**src/common/cmou_consts.vh**
```
`ifndef CMOU_CONSTS_VH
`define CMOU_CONSTS_VH

// APB byte offsets, one aligned word each
`define CMOU_OFS_ONE_CTRL    8'h00
`define CMOU_OFS_ONE_LOW     8'h04
`define CMOU_OFS_ONE_HIGH    8'h08
`define CMOU_OFS_TWO_CTRL    8'h0C
`define CMOU_OFS_TWO_LOW     8'h10
`define CMOU_OFS_TWO_HIGH    8'h14
`define CMOU_OFS_T3_CTRL     8'h18
`define CMOU_OFS_IRQ_STATUS  8'h1C
`define CMOU_OFS_IRQ_MASK    8'h20

// Unit control field positions
`define CMOU_FSEL_MSB        3
`define CMOU_FSEL_LSB        0
`define CMOU_DUTY_FRAC_MSB   5
`define CMOU_DUTY_FRAC_LSB   4
`define CMOU_ENH_CFG_MSB     7
`define CMOU_ENH_CFG_LSB     6

// Timer three control: time-base select bits
`define CMOU_TBS_HIGH_BIT    6
`define CMOU_TBS_LOW_BIT     3

// Interrupt status and mask bit positions
`define CMOU_IRQ_UNIT_ONE    0
`define CMOU_IRQ_UNIT_TWO    1

// Function-select codes
`define CMOU_FSEL_OFF        4'h0
`define CMOU_FSEL_TOGGLE     4'h2
`define CMOU_FSEL_SET_HIGH   4'h8
`define CMOU_FSEL_SET_LOW    4'h9
`define CMOU_FSEL_SW_IRQ     4'hA
`define CMOU_FSEL_SPECIAL    4'hB

// Reset values
`define CMOU_RST_BYTE        8'h00
`define CMOU_RST_MASK        2'h0

// Implemented bits of unit two control; bits 7:6 are held zero
`define CMOU_TWO_CTRL_MASK   8'h3F

// Timing: pin action, flag and trigger follow a match edge in this many cycles
`define CMOU_MATCH_LATENCY   1

`endif

```
**src/verilog/cmou_pwm.v**
```verilog
`timescale 1ns/100ps
`include "cmou_consts.vh"

// Pulse-width generator for one unit, double-buffered duty
module cmou_pwm
#(
   parameter DUTY_W = 10
)
(
   // Clock and reset
   input  wire              core_clk,
   input  wire              reset,
   // Control
   input  wire              pwm_enable,
   input  wire [DUTY_W-1:0] duty_req,
   // Timer two time base
   input  wire [7:0]        timer_two_count,
   input  wire [7:0]        timer_two_period,
   input  wire [1:0]        timer_two_phase,
   // Outputs
   output reg  [DUTY_W-1:0] duty_latched_q,
   output reg               pwm_out_q
);

   // Fine position: count with two sub-cycle bits
   wire [DUTY_W-1:0] fine_pos;
   // End of the last sub-cycle of the period
   wire              period_end;
   // Position one step ahead, so high time equals the duty count
   wire [DUTY_W-1:0] fine_next;

   assign fine_pos   = {timer_two_count, timer_two_phase};
   assign fine_next  = fine_pos + {{(DUTY_W-1){1'b0}}, 1'b1};
   assign period_end = (timer_two_count == timer_two_period) && (timer_two_phase == 2'h3);

   // Period restart, duty latch and clear compare
   always @(posedge core_clk)
   begin
      if (reset || !pwm_enable)
      begin
         // Idle low; latch dropped so re-entry starts clean
         pwm_out_q      <= 1'b0;
         duty_latched_q <= {DUTY_W{1'b0}};
      end
      else if (period_end)
      begin
         // Duty of zero never raises the pin
         pwm_out_q      <= (duty_req != {DUTY_W{1'b0}});
         duty_latched_q <= duty_req;
      end
      else if (fine_next == duty_latched_q)
      begin
         // Duty beyond period never matches, pin stays high
         pwm_out_q <= 1'b0;
      end
   end

endmodule

```
**src/verilog/cmou_top.v**
```verilog
// The APB interface to the registers and the address map were chosen for this implementation.
`timescale 1ns/100ps
`include "cmou_consts.vh"

module cmou_top
#(
   parameter SMALL_PACKAGE = 0
)
(
   // Clock and reset
   input  wire        core_clk,
   input  wire        reset,
   // APB slave
   input  wire        psel,
   input  wire        penable,
   input  wire        pwrite,
   input  wire [7:0]  paddr,
   input  wire [31:0] pwdata,
   output reg  [31:0] prdata,
   output reg         pready,
   output reg         pslverr,
   // Timer counts, same clock
   input  wire [15:0] timer_one_count,
   input  wire [15:0] timer_three_count,
   input  wire [7:0]  timer_two_count,
   input  wire [7:0]  timer_two_period,
   input  wire [1:0]  timer_two_phase,
   // Converter status
   input  wire        adc_enabled,
   // Compare pins and ownership
   output reg         unit_one_pin_q,
   output reg         unit_two_pin_q,
   output reg         unit_one_owns_pin_q,
   output reg         unit_two_owns_pin_q,
   // Special event pulses
   output reg         reset_timer_one_q,
   output reg         reset_timer_three_q,
   output reg         adc_start_q,
   // Interrupt
   output reg         irq_q
);

   // True for the compare codes that act on a match
   function is_compare;
      input [3:0] fsel;
      begin
         is_compare = (fsel == `CMOU_FSEL_TOGGLE) || (fsel == `CMOU_FSEL_SET_HIGH) ||
                      (fsel == `CMOU_FSEL_SET_LOW) || (fsel == `CMOU_FSEL_SW_IRQ) ||
                      (fsel == `CMOU_FSEL_SPECIAL);
      end
   endfunction

   // Next compare latch value for a match hit
   function next_latch;
      input [3:0] fsel;
      input       cur;
      input       hit;
      begin
         next_latch = cur;
         if (hit)
         begin
            case (fsel)
               `CMOU_FSEL_SET_HIGH : next_latch = 1'b1;
               `CMOU_FSEL_SET_LOW  : next_latch = 1'b0;
               `CMOU_FSEL_TOGGLE   : next_latch = ~cur;
               default             : next_latch = cur;
            endcase
         end
      end
   endfunction

   // True in pulse-width codes (11xx)
   function is_pwm;
      input [3:0] fsel;
      begin
         is_pwm = (fsel[3:2] == 2'b11);
      end
   endfunction

   // Register state
   reg  [7:0]  one_ctrl_q;       // Unit one control
   reg  [7:0]  one_low_q;        // Unit one value low byte
   reg  [7:0]  one_high_q;       // Unit one value high byte
   reg  [7:0]  two_ctrl_q;       // Unit two control, top bits held zero
   reg  [7:0]  two_low_q;        // Unit two value low byte
   reg  [7:0]  two_high_q;       // Unit two value high byte
   reg  [7:0]  t3_ctrl_q;        // Timer three control copy
   reg  [1:0]  flag_q;           // Match event flags
   reg  [1:0]  mask_q;           // Interrupt enables
   reg  [1:0]  match_prev_q;     // Equality seen last cycle
   reg         one_latch_q;      // Unit one compare output latch
   reg         two_latch_q;      // Unit two compare output latch

   // Combinational next values
   reg  [1:0]  flag_d;
   reg  [1:0]  mask_d;
   reg         one_latch_d;
   reg         two_latch_d;
   reg  [31:0] rdata_d;
   reg         rerr_d;

   // Bus decode
   wire        access;           // Access phase
   wire        commit;           // Edge where master samples pready
   wire        wr;               // Write committing this edge
   wire [7:0]  wbyte;            // Written byte

   // Per-unit derived signals
   wire [3:0]  one_fsel;
   wire [3:0]  two_fsel;
   wire        one_on_t3;        // Unit one uses timer three
   wire        two_on_t3;        // Unit two uses timer three
   wire [15:0] one_base;
   wire [15:0] two_base;
   wire [1:0]  match_now;
   wire [1:0]  hit;              // First cycle of equality, compare code
   wire        one_sev;
   wire        two_sev;
   wire        one_pwm_out;
   wire        two_pwm_out;
   wire [9:0]  one_duty_latched;
   wire [9:0]  two_duty_latched;
   wire        one_zero_wr;      // Zero committed to unit one control
   wire        two_zero_wr;      // Zero committed to unit two control

   assign access = psel && penable;
   assign commit = access && pready;
   assign wr     = commit && pwrite;
   assign wbyte  = pwdata[7:0];

   // Zero writes switch a unit off and clear its latch
   assign one_zero_wr = wr && (paddr == `CMOU_OFS_ONE_CTRL) && (wbyte == `CMOU_RST_BYTE);
   assign two_zero_wr = wr && (paddr == `CMOU_OFS_TWO_CTRL) && (wbyte == `CMOU_RST_BYTE);

   assign one_fsel = one_ctrl_q[`CMOU_FSEL_MSB:`CMOU_FSEL_LSB];
   assign two_fsel = two_ctrl_q[`CMOU_FSEL_MSB:`CMOU_FSEL_LSB];

   assign one_on_t3 = t3_ctrl_q[`CMOU_TBS_HIGH_BIT];
   assign two_on_t3 = t3_ctrl_q[`CMOU_TBS_HIGH_BIT] | t3_ctrl_q[`CMOU_TBS_LOW_BIT];
   assign one_base  = one_on_t3 ? timer_three_count : timer_one_count;
   assign two_base  = two_on_t3 ? timer_three_count : timer_one_count;

   assign match_now[0] = ({one_high_q, one_low_q} == one_base);
   assign match_now[1] = ({two_high_q, two_low_q} == two_base);

   // act only on the first equal cycle
   // only compare codes produce a hit
   assign hit[0] = match_now[0] && !match_prev_q[0] && is_compare(one_fsel);
   assign hit[1] = match_now[1] && !match_prev_q[1] && is_compare(two_fsel);

   assign one_sev = hit[0] && (one_fsel == `CMOU_FSEL_SPECIAL);
   assign two_sev = hit[1] && (two_fsel == `CMOU_FSEL_SPECIAL);

   cmou_pwm #(.DUTY_W(10)) u_pwm_one
   (
      .core_clk         (core_clk),
      .reset            (reset),
      .pwm_enable       (is_pwm(one_fsel)),
      .duty_req         ({one_low_q, one_ctrl_q[`CMOU_DUTY_FRAC_MSB:`CMOU_DUTY_FRAC_LSB]}),
      .timer_two_count  (timer_two_count),
      .timer_two_period (timer_two_period),
      .timer_two_phase  (timer_two_phase),
      .duty_latched_q   (one_duty_latched),
      .pwm_out_q        (one_pwm_out)
   );

   cmou_pwm #(.DUTY_W(10)) u_pwm_two
   (
      .core_clk         (core_clk),
      .reset            (reset),
      .pwm_enable       (is_pwm(two_fsel)),
      .duty_req         ({two_low_q, two_ctrl_q[`CMOU_DUTY_FRAC_MSB:`CMOU_DUTY_FRAC_LSB]}),
      .timer_two_count  (timer_two_count),
      .timer_two_period (timer_two_period),
      .timer_two_phase  (timer_two_phase),
      .duty_latched_q   (two_duty_latched),
      .pwm_out_q        (two_pwm_out)
   );

   // Next flags, mask and compare latches
   always @*
   begin
      // flag set together with pin action; set beats clear
      flag_d = flag_q;
      if (wr && (paddr == `CMOU_OFS_IRQ_STATUS))
      begin
         flag_d = flag_q & ~wbyte[1:0];
      end
      flag_d = flag_d | hit;
      mask_d = mask_q;
      if (wr && (paddr == `CMOU_OFS_IRQ_MASK))
      begin
         mask_d = wbyte[1:0];
      end
      // interrupt-only code leaves the latch alone
      one_latch_d = next_latch(one_fsel, one_latch_q, hit[0]);
      two_latch_d = next_latch(two_fsel, two_latch_q, hit[1]);
      if (one_zero_wr)
      begin
         one_latch_d = 1'b0;
      end
      if (two_zero_wr)
      begin
         two_latch_d = 1'b0;
      end
   end

   // Read data mux
   always @*
   begin
      rdata_d = 32'h0000_0000;
      rerr_d  = 1'b0;
      case (paddr)
         // enhanced config bits hidden on small package
         `CMOU_OFS_ONE_CTRL   : rdata_d[7:0] = (SMALL_PACKAGE != 0) ? {2'h0, one_ctrl_q[5:0]} : one_ctrl_q;
         `CMOU_OFS_ONE_LOW    : rdata_d[7:0] = one_low_q;
         // In pulse-width mode high byte shows the latched duty
         `CMOU_OFS_ONE_HIGH   : rdata_d[7:0] = is_pwm(one_fsel) ? one_duty_latched[9:2] : one_high_q;
         `CMOU_OFS_TWO_CTRL   : rdata_d[7:0] = two_ctrl_q;
         `CMOU_OFS_TWO_LOW    : rdata_d[7:0] = two_low_q;
         `CMOU_OFS_TWO_HIGH   : rdata_d[7:0] = is_pwm(two_fsel) ? two_duty_latched[9:2] : two_high_q;
         `CMOU_OFS_T3_CTRL    : rdata_d[7:0] = t3_ctrl_q;
         `CMOU_OFS_IRQ_STATUS : rdata_d[1:0] = flag_q;
         `CMOU_OFS_IRQ_MASK   : rdata_d[1:0] = mask_q;
         // Unmapped: zero data with error
         default              : rerr_d = 1'b1;
      endcase
   end

   // APB handshake: one wait state, answer from flops
   always @(posedge core_clk)
   begin
      if (reset)
      begin
         pready  <= 1'b0;
         pslverr <= 1'b0;
         prdata  <= 32'h0000_0000;
      end
      else if (access && !pready)
      begin
         // Raise ready with data for the next edge
         pready  <= 1'b1;
         pslverr <= rerr_d;
         prdata  <= pwrite ? 32'h0000_0000 : rdata_d;
      end
      else
      begin
         // Drop after the sampling edge
         pready  <= 1'b0;
         pslverr <= 1'b0;
         prdata  <= 32'h0000_0000;
      end
   end

   // Register writes
   always @(posedge core_clk)
   begin
      if (reset)
      begin
         one_ctrl_q <= `CMOU_RST_BYTE;
         one_low_q  <= `CMOU_RST_BYTE;
         one_high_q <= `CMOU_RST_BYTE;
         two_ctrl_q <= `CMOU_RST_BYTE;
         two_low_q  <= `CMOU_RST_BYTE;
         two_high_q <= `CMOU_RST_BYTE;
         t3_ctrl_q  <= `CMOU_RST_BYTE;
      end
      else if (wr)
      begin
         case (paddr)
            `CMOU_OFS_ONE_CTRL :
            begin
               // Absent bits never stored on the small package
               one_ctrl_q <= (SMALL_PACKAGE != 0) ? {2'h0, wbyte[5:0]} : wbyte;
            end
            `CMOU_OFS_ONE_LOW  : one_low_q <= wbyte;
            // High byte is read-only in pulse-width mode
            `CMOU_OFS_ONE_HIGH :
            begin
               if (!is_pwm(one_fsel))
               begin
                  one_high_q <= wbyte;
               end
            end
            `CMOU_OFS_TWO_CTRL : two_ctrl_q <= wbyte & `CMOU_TWO_CTRL_MASK;
            `CMOU_OFS_TWO_LOW  : two_low_q <= wbyte;
            `CMOU_OFS_TWO_HIGH :
            begin
               if (!is_pwm(two_fsel))
               begin
                  two_high_q <= wbyte;
               end
            end
            `CMOU_OFS_T3_CTRL  : t3_ctrl_q <= wbyte;
            default            : t3_ctrl_q <= t3_ctrl_q;
         endcase
      end
   end

   // Compare state, events and outputs
   always @(posedge core_clk)
   begin
      if (reset)
      begin
         flag_q              <= 2'h0;
         mask_q              <= `CMOU_RST_MASK;
         match_prev_q        <= 2'h0;
         one_latch_q         <= 1'b0;
         two_latch_q         <= 1'b0;
         unit_one_pin_q      <= 1'b0;
         unit_two_pin_q      <= 1'b0;
         unit_one_owns_pin_q <= 1'b0;
         unit_two_owns_pin_q <= 1'b0;
         reset_timer_one_q   <= 1'b0;
         reset_timer_three_q <= 1'b0;
         adc_start_q         <= 1'b0;
         irq_q               <= 1'b0;
      end
      else
      begin
         flag_q       <= flag_d;
         mask_q       <= mask_d;
         match_prev_q <= match_now;
         one_latch_q  <= one_latch_d;
         two_latch_q  <= two_latch_d;
         // Pin follows pulse-width output or compare latch
         // Zero write leaving pulse-width mode drops the pin at once
         unit_one_pin_q <= (is_pwm(one_fsel) && !one_zero_wr) ? one_pwm_out : one_latch_d;
         unit_two_pin_q <= (is_pwm(two_fsel) && !two_zero_wr) ? two_pwm_out : two_latch_d;
         // Pin taken from the port latch only in driving modes
         unit_one_owns_pin_q <= is_pwm(one_fsel) || (is_compare(one_fsel) && (one_fsel != `CMOU_FSEL_SW_IRQ));
         unit_two_owns_pin_q <= is_pwm(two_fsel) || (is_compare(two_fsel) && (two_fsel != `CMOU_FSEL_SW_IRQ));
         // clear the timer each unit is using
         reset_timer_one_q   <= (one_sev && !one_on_t3) || (two_sev && !two_on_t3);
         reset_timer_three_q <= (one_sev && one_on_t3) || (two_sev && two_on_t3);
         // conversion only if converter already on
         adc_start_q <= two_sev && adc_enabled;
         // request reaches processor only when enabled
         irq_q <= |(flag_d & mask_d);
      end
   end

endmodule

```
**config.mk**
```make
export PLATFORM = sky130hd
export DESIGN_NAME = cmou_top
export DESIGN_NICKNAME = d
export VERILOG_FILES = /design/src/verilog/cmou_pwm.v /design/src/verilog/cmou_top.v
export VERILOG_INCLUDE_DIRS = /design/src /design/src/common
export SDC_FILE = /design/constraint.sdc
export NUM_CORES = 1
export LEC_CHECK = 0
export BUFFER_PORTS_ARGS = -buffer_cell sky130_fd_sc_hd__buf_4
export CAP_MARGIN = 20
export CORE_ASPECT_RATIO = 1.75
export CORE_MARGIN = 2
export CORE_UTILIZATION = 50
export CTS_CLUSTER_DIAMETER = 150
export DETAILED_ROUTE_END_ITERATION = 16
export PLACE_DENSITY = 0.78
export SLEW_MARGIN = 20
export SYNTH_ARGS = -nofsm -noshare
export SYNTH_HDL_FRONTEND = slang
export SYNTH_SLANG_ARGS = --single-unit
```
**constraint.sdc**
```tcl
create_clock -name core_clk -period 2.2 [get_ports core_clk]
set_clock_uncertainty 0.05 [all_clocks]
set_input_delay 0.22 -clock core_clk [delete_from_list [all_inputs] [get_ports core_clk]]
set_output_delay 0.22 -clock core_clk [all_outputs]
set_load 0.005 [all_outputs]
```
### After elaboration in Yosys (flattened, before gate mapping)

Cells that the tools add are included.

* bits of input ports: 96
* word-level logic and storage cells: 155
* output and inout port bits: 42
* register bits: 126

* bitwise operators: 10
* add/sub/neg operators: 1
* mux-type cells: 22
* equal/unequal tests: 28
* reduce and logical (&&, ||, !) cells: 66

Operators by type and width (number)
* $pmux 6 s7: 1
* $eq 16x16->1: 2
* $eq 4x4->1 const B: 8
* $eq 8x5->1 const B: 4
* $mux 16: 2
* $logic_and 1x1->1: 26
* $eq 10x10->1: 2
* $reduce_bool 10->1: 2
* $pmux 2 s9: 1
* $eq 8x4->1 const B: 2
* $logic_not 8->1: 2
* $mux 8: 2
* $logic_or 1x1->1: 14
* $mux 1: 12
* $add 10x1->10 const B: 1
* $reduce_and 2->1: 5
* $logic_not 1->1: 9
* $reduce_or 9->1: 1
* $eq 4x2->1 const B: 2
* $eq 8x3->1 const B: 1
* $eq 8x6->1 const B: 1
* $eq 8x8->1: 1
* $ne 4x4->1 const B: 2
* $eq 2x2->1 const B: 3
* other kinds (11): 21

### Depth between registers and ports, before layout

* word-level depth: 9
* mapped depth: 9
* mapped depth without buffers: 8

### Modules after synthesis

A second synthesis with hierarchy kept.

* cells, all modules: 807
* area, all modules: 6342.3 µm²

Modules (own cells, without submodules)
* cmou_top: instances 1, seq. area each 1601.5 µm², area an instance 4683.2 µm², cells each 607
* cmou_pwm: instances 2, seq. area each 220.2 µm², area an instance 829.5 µm², cells each 100

### Least setup slack after synthesis

Ideal clock, no wire load.

* path kind: register to register
* start point: reg t3_ctrl_q[6]
* end point: reg one_latch_q
* setup time: 0.124 ns
* arrival: 1.921 ns
* data required time: 2.026 ns
* buffers on the path: 1
* path slack: 0.105 ns
* stages on the path, launching flop included: 9
* clock period less this slack: 2.095 ns
* cells stage by stage: dfxtp_1 buf_2 mux2i_1 xnor2_1 nor4_1 nand3_1 or3b_1 nor2_1 o32ai_1

* word-level cells in the longest chain between the ends: 6

Ends and longest elaborated chain
* from (decl): RTL line cmou_top.v:87 `reg [7:0] t3_ctrl_q;`
* from (signal assigned): RTL line cmou_top.v:266 `` t3_ctrl_q <= `CMOU_RST_BYTE; ``
* from (signal assigned): RTL line cmou_top.v:294 `` `CMOU_OFS_T3_CTRL : t3_ctrl_q <= wbyte; ``
* from (signal assigned): RTL line cmou_top.v:295 `default : t3_ctrl_q <= t3_ctrl_q;`
* $mux 16: RTL line cmou_top.v:140 `assign one_base = one_on_t3 ? timer_three_count : timer_one_count;`
* $eq 16x16->1: RTL line cmou_top.v:143 `assign match_now[0] = ({one_high_q, one_low_q} == one_base);`
* $logic_and 1x1->1 (2 in a row): RTL line cmou_top.v:148 `assign hit[0] = match_now[0] && !match_prev_q[0] && is_compare(one_fsel);`
* $mux 1: RTL line cmou_top.v:60 `if (hit)`
* $mux 1: RTL line cmou_top.v:198 `if (one_zero_wr)`
* to (signal assigned): RTL line cmou_top.v:324 `one_latch_q <= one_latch_d;`
* to (decl): RTL line cmou_top.v:91 `reg one_latch_q;`

No other way between the ends.
A chain may end at the register's enable or synchronous reset.

### Worst setup path after layout

* start point: reg t3_ctrl_q[6]
* end point: reg reset_timer_three_q

* word-level cells in the longest chain between the ends: 8
* elaborated cells on any way between the ends: 14
* classes of those cells: 2 x eq/ne; 2 x mux; 1 x bitwise; 9 x reduce/logical

Ends and longest elaborated chain
* $or 1x1->1: RTL line cmou_top.v:139 `` assign two_on_t3 = t3_ctrl_q[`CMOU_TBS_HIGH_BIT] | t3_ctrl_q[`CMOU_TBS_LOW_BIT]; ``
* $mux 16: RTL line cmou_top.v:141 `assign two_base = two_on_t3 ? timer_three_count : timer_one_count;`
* $eq 16x16->1: RTL line cmou_top.v:144 `assign match_now[1] = ({two_high_q, two_low_q} == two_base);`
* $logic_and 1x1->1 (2 in a row): RTL line cmou_top.v:149 `assign hit[1] = match_now[1] && !match_prev_q[1] && is_compare(two_fsel);`
* $logic_and 1x1->1: RTL line cmou_top.v:152 `` assign two_sev = hit[1] && (two_fsel == `CMOU_FSEL_SPECIAL); ``
* $logic_and 1x1->1: RTL line cmou_top.v:335 `reset_timer_three_q <= (one_sev && one_on_t3) || (two_sev && two_on_t3);`
* $logic_or 1x1->1 *: RTL line cmou_top.v:335
* to (signal assigned): RTL line cmou_top.v:335
* to (decl): RTL line cmou_top.v:37 `output reg reset_timer_three_q,`

Mark *: on every way between the ends. The rest lies on a longest branch, timed or not.

==> flow_results.xml <==
<?xml version="1.0" encoding="UTF-8"?>
<metrics>
  <group name="global_route">
    <metric name="grt_start_max_net_pins" unit="">50</metric>
    <metric name="grt_pass1_vias" unit="">6019</metric>
    <metric name="global_route.usage.total" unit="">0.330</metric>
    <metric name="globalRouteOverflowTotal" unit="">0</metric>
    <metric name="grt_first_pass_wirelength" unit="um">32500</metric>
    <metric name="antenna_violations_before_repair" unit="">0</metric>
  </group>
  <group name="sta">
    <metric name="fmaxAchievable" unit="GHz">0.435</metric>
    <metric name="worst_pin_slew" unit="ps">603</metric>
    <metric name="final_max_slew_viols" unit="">0</metric>
    <metric name="finalSetupViolations" unit="">8</metric>
    <metric name="post_layout_minimum_cycle_time" unit="ps">2300</metric>
    <metric name="finalHoldWorstSlack" unit="ps">8.32</metric>
    <metric name="timing.slew.headroom" unit="">0.596</metric>
    <metric name="rsz0062_at_grt" unit="">true</metric>
    <metric name="timing.final.ws_setup" unit="ps">-101</metric>
    <metric name="finalHoldViolations" unit="">0</metric>
    <metric name="totalNegativeSetupSlack" unit="ps">-461</metric>
    <metric name="final_min_period_over_clock_period" unit="">1.05</metric>
  </group>
  <group name="logic_synthesis">
    <metric name="synthCells" unit="">764</metric>
    <metric name="ys_types" unit="">59</metric>
    <metric name="synth-edff-count" unit="">0</metric>
    <metric name="synth_seq_cells" unit="">102</metric>
    <metric name="syn-cell-area" unit="sq um">6160</metric>
    <metric name="synth_largest_area_cell" unit="">dfxtp_1</metric>
    <metric name="yosys_synthesis_warning_count" unit="">0</metric>
    <metric name="synth.top_cell.area_share" unit="">0.331</metric>
    <metric name="asyncSetResetFlopFracSynth" unit="">0</metric>
    <metric name="synth_area_leaders" unit="">dfxtp_1, mux2i_1, xnor2_1</metric>
    <metric name="ys_dominant_reg_cell" unit="">dfxtp_1</metric>
    <metric name="synthesis.area_per_instance" unit="sq um">8.06</metric>
    <metric name="synth-seq-area-share" unit="">0.331</metric>
  </group>
  <group name="placement">
    <metric name="detailed_place_hpwl" unit="um">16100</metric>
    <metric name="globalplace.congestion" unit="">1.01</metric>
    <metric name="io_buffer_count" unit="">89</metric>
  </group>
  <group name="finish">
    <metric name="num-nets-final" unit="">983</metric>
    <metric name="fill_cells" unit="">1052</metric>
    <metric name="area_growth" unit="%">26.0</metric>
    <metric name="drive_above_1_share" unit="">0.234</metric>
    <metric name="antenna_cells_inserted" unit="">0</metric>
  </group>
  <group name="outcome">
    <metric name="status" unit="">complete, but fails checks</metric>
    <metric name="violations_in_the_final_reports" unit="">setup timing</metric>
  </group>
  <group name="worst_setup_path">
    <metric name="rr_startpoint" unit="">t3_ctrl_q[6]</metric>
    <metric name="worst_ep_required" unit="ps">2440</metric>
    <metric name="number_of_stages_on_the_worst_setup_path" unit="">10</metric>
    <metric name="critical_path_class" unit="">reg2reg</metric>
    <metric name="worst_path_fanout_max" unit="">7</metric>
    <metric name="critical_path.slowest_cell" unit="">dfxtp_4</metric>
    <metric name="worst_path_largest_cell_delay" unit="ps">380</metric>
    <metric name="cp_cell_sequence" unit="">or2_4 -&gt; buf_6 -&gt; mux2i_2 -&gt; xor2_1 -&gt; nand4_1 -&gt; buf_4 -&gt; nor4_2 -&gt; buf_4 -&gt; o21ai_0 -&gt; a21oi_1</metric>
    <metric name="timing.critical_path.buf_inv" unit="">3</metric>
    <metric name="nature_of_the_critical_path_endpoint" unit="">register</metric>
    <metric name="crit_family" unit="">simple AND/OR/NAND/NOR gates</metric>
    <metric name="r2r_slack" unit="ps">-100</metric>
    <metric name="r2r.worst_path.cells" unit="">10</metric>
    <metric name="startpoint_type_of_the_worst_setup_path" unit="">register</metric>
    <metric name="reg2reg_to" unit="">reset_timer_three_q</metric>
    <metric name="crit_top_cell" unit="">buf_4</metric>
    <metric name="critPathArrivalTime" unit="ps">2540</metric>
  </group>
  <group name="cts">
    <metric name="clock_root_cell" unit="">clkbuf_16</metric>
    <metric name="clk_path_buf_depth" unit="">2</metric>
    <metric name="clock_h_tree_levels" unit="">3</metric>
    <metric name="cts-hold-fix-buffers" unit="">0</metric>
    <metric name="tritoncts_num_sinks" unit="">102</metric>
    <metric name="cts-buffers-inserted" unit="">9</metric>
    <metric name="worst_skew_pair.late_latency" unit="ps">350</metric>
    <metric name="cts.clk_slew.worst_paths" unit="ps">70</metric>
    <metric name="cts_tree" unit="">done</metric>
  </group>
  <group name="power_and_ir_drop">
    <metric name="power.density_cell_area" unit="nW/um^2">484</metric>
    <metric name="switchingPower" unit="W">0.000934</metric>
    <metric name="power.share.combinational" unit="">0.112</metric>
    <metric name="power.share.clock" unit="">0.397</metric>
    <metric name="fin_total_pwr" unit="W">0.00376</metric>
    <metric name="leakage" unit="nW">2.91</metric>
    <metric name="switching_share" unit="">0.249</metric>
    <metric name="vdd_drop_max" unit="V">0.000447</metric>
    <metric name="power_share_of_the_sequential_group" unit="">0.491</metric>
    <metric name="p_int" unit="W">0.00283</metric>
  </group>
  <group name="worst_hold_path">
    <metric name="worst_hold_path.endpoint" unit="">unit_one_owns_pin_q</metric>
    <metric name="timing.hold.worst.start" unit="">reset</metric>
    <metric name="min_path_type" unit="">in2reg</metric>
    <metric name="worst_hold_path.num_cells" unit="">2</metric>
  </group>
  <group name="detailed_routing">
    <metric name="drt_pre_antenna_iters" unit="">6</metric>
    <metric name="detail_route.wl_per_cell" unit="um">20.4</metric>
    <metric name="dr_total_vias" unit="">6307</metric>
    <metric name="vias_per_cell" unit="">5.98</metric>
    <metric name="ant_nets" unit="">0</metric>
    <metric name="drcViolationCount" unit="">0</metric>
    <metric name="wl" unit="um">21500</metric>
    <metric name="initialDrtViolationCount" unit="">606</metric>
  </group>
  <group name="floorplanning">
    <metric name="io_pins" unit="">138</metric>
    <metric name="die_height" unit="um">151</metric>
    <metric name="die_w" unit="um">87.9</metric>
    <metric name="floorplan.die_area" unit="sq um">13300</metric>
    <metric name="core.rowCount" unit="">53</metric>
    <metric name="core-area" unit="sq um">12000</metric>
    <metric name="initial_utilization" unit="">0.513</metric>
  </group>
  <group name="run">
    <metric name="drv.max_cap_violation_count" unit="">0</metric>
  </group>
</metrics>
[routing by layer]
metal / global-route usage / share of wire / up-vias
li1: - / - / 2880
met1: 0.352 / 0.34 / 2977
met2: 0.564 / 0.52 / 357
met3: 0.0638 / 0.072 / 93
met4: 0.243 / 0.071 / 0
met5: 0 / 0 / -
[layout make-up]
type / instances / area, sq um / share of cell area
well taps: 165 / 206 / 0.0266
multi-input cells: 597 / 3930 / 0.507
clock buffers: 12 / 246 / 0.0317
clock inverters: 3 / 21.3 / 0.00274
flip-flops and latches: 102 / 2050 / 0.263
inverters: 18 / 67.6 / 0.00870
repair buffers: 158 / 1240 / 0.160
[flip-flops by register name, summed over array words and instances (netlist names), 2 cells and up]
| signal | count |
|---|---|
| one_ctrl_q | 8 |
| u_pwm_two.duty_latched_q | 10 |
| flag_q | 2 |
| two_ctrl_q | 6 |
| u_pwm_one.duty_latched_q | 10 |
| one_high_q | 8 |
| t3_ctrl_q | 8 |
| two_low_q | 8 |
| one_low_q | 8 |
| two_high_q | 8 |
| mask_q | 2 |
| match_prev_q | 2 |
| prdata | 8 |
[metrics by stage]
| step | util | instances | setup slack [ps] | cell area [sq um] |
|---|---|---|---|---|
| 3_3_place_gp | 0.605 | 1035 | -150 | 7270 |
| 6_report | 0.647 | 1055 | -101 | 7760 |
| 3_5_place_dp | 0.605 | 1035 | -218 | 7270 |
| 5_1_grt | 0.647 | 1055 | -195 | 7760 |
| 2_1_floorplan | - | 787 | 105 | 6250 |
| 4_1_cts | 0.637 | 1052 | -67.9 | 7640 |
[cells by family (layout without fill, tap and decap cells)]
family	Yosys count	count (layout)	share of synthesized area
AOI/OAI and AO/OA	127	127	0.127
xor gates and xnor gates	58	58	0.0825
adders and majority gates	1	1	0.00203
buffers and inverters	88	191	0.0711
DFF	102	102	0.331
muxes	96	96	0.156
other	1	24	0.000609
and+or+nand+nor	291	291	0.229
[synth_stat cells, drive strengths merged, types with 2 or more instances]
cell,n
o22ai,13
nor2,83
nand3,42
a22o,7
nand4b,2
nor3b,2
a211oi,3
nor4,19
and2,2
dfxtp,102
nand4,7
or3,6
buf,35
clkbuf,35
inv,18
or4,5
o21ai,20
or2,4
xor2,23
a31oi,4
nor2b,6
xnor2,35
o211ai,3
o2111ai,4
a22oi,2
nand2,76
mux2i,94
mux2,2
nor3,14
nand2b,19
a32oi,2
a221oi,2
nand3b,2
a21oi,53
a2111oi,5
[timing repair]
item	4_1_cts	5_1_grt
setup endpoints to repair	8	12
buffers inserted	1	3
gates cloned	1	0
gates resized for setup	18	18
pin swaps	11	10
[placed cells by master (no fill, tap or decap), types with 4 or more instances in the layout]
cell,Yosys,final
buf_4,24,152
dfxtp_1,102,101
mux2i_1,94,83
nor2_1,81,80
nand2_1,76,76
a21oi_1,53,52
nand3_1,42,42
xnor2_1,35,34
conb_1,1,24
xor2_1,23,23
o21ai_0,20,20
nand2b_1,19,19
inv_1,18,18
nor4_1,18,15
o22ai_1,13,13
nor3_1,11,11
clkbuf_16,0,9
mux2i_2,0,8
nand4_1,7,7
a22o_1,7,7
or3_1,6,6
nor2b_1,6,6
or4_1,5,4
a2111oi_0,5,4
[power groups by stage]
stage / combinational, W / sequential (W) / clock [W]
5_1_grt: 0.000450 / 0.00185 / 0.00157
3_5_place_dp: 0.000391 / 0.00189 / 0
3_3_place_gp: 0.000388 / 0.00189 / 0
4_1_cts: 0.000402 / 0.00185 / 0.00149
2_1_floorplan: 0.000220 / 0.00189 / 0
6_report: 0.000423 / 0.00185 / 0.00149
[how the worst max path moves through the flow]
stage | startpoint | to
6_report | t3_ctrl_q[6] | reset_timer_three_q
5_1_grt | t3_ctrl_q[6] | one_latch_q
4_1_cts | t3_ctrl_q[6] | one_latch_q
3_5_place_dp | t3_ctrl_q[6] | one_latch_q
3_3_place_gp | t3_ctrl_q[6] | one_latch_q
2_1_floorplan | t3_ctrl_q[6] | one_latch_q
Note: power is estimated with default switching activity, not from simulation.
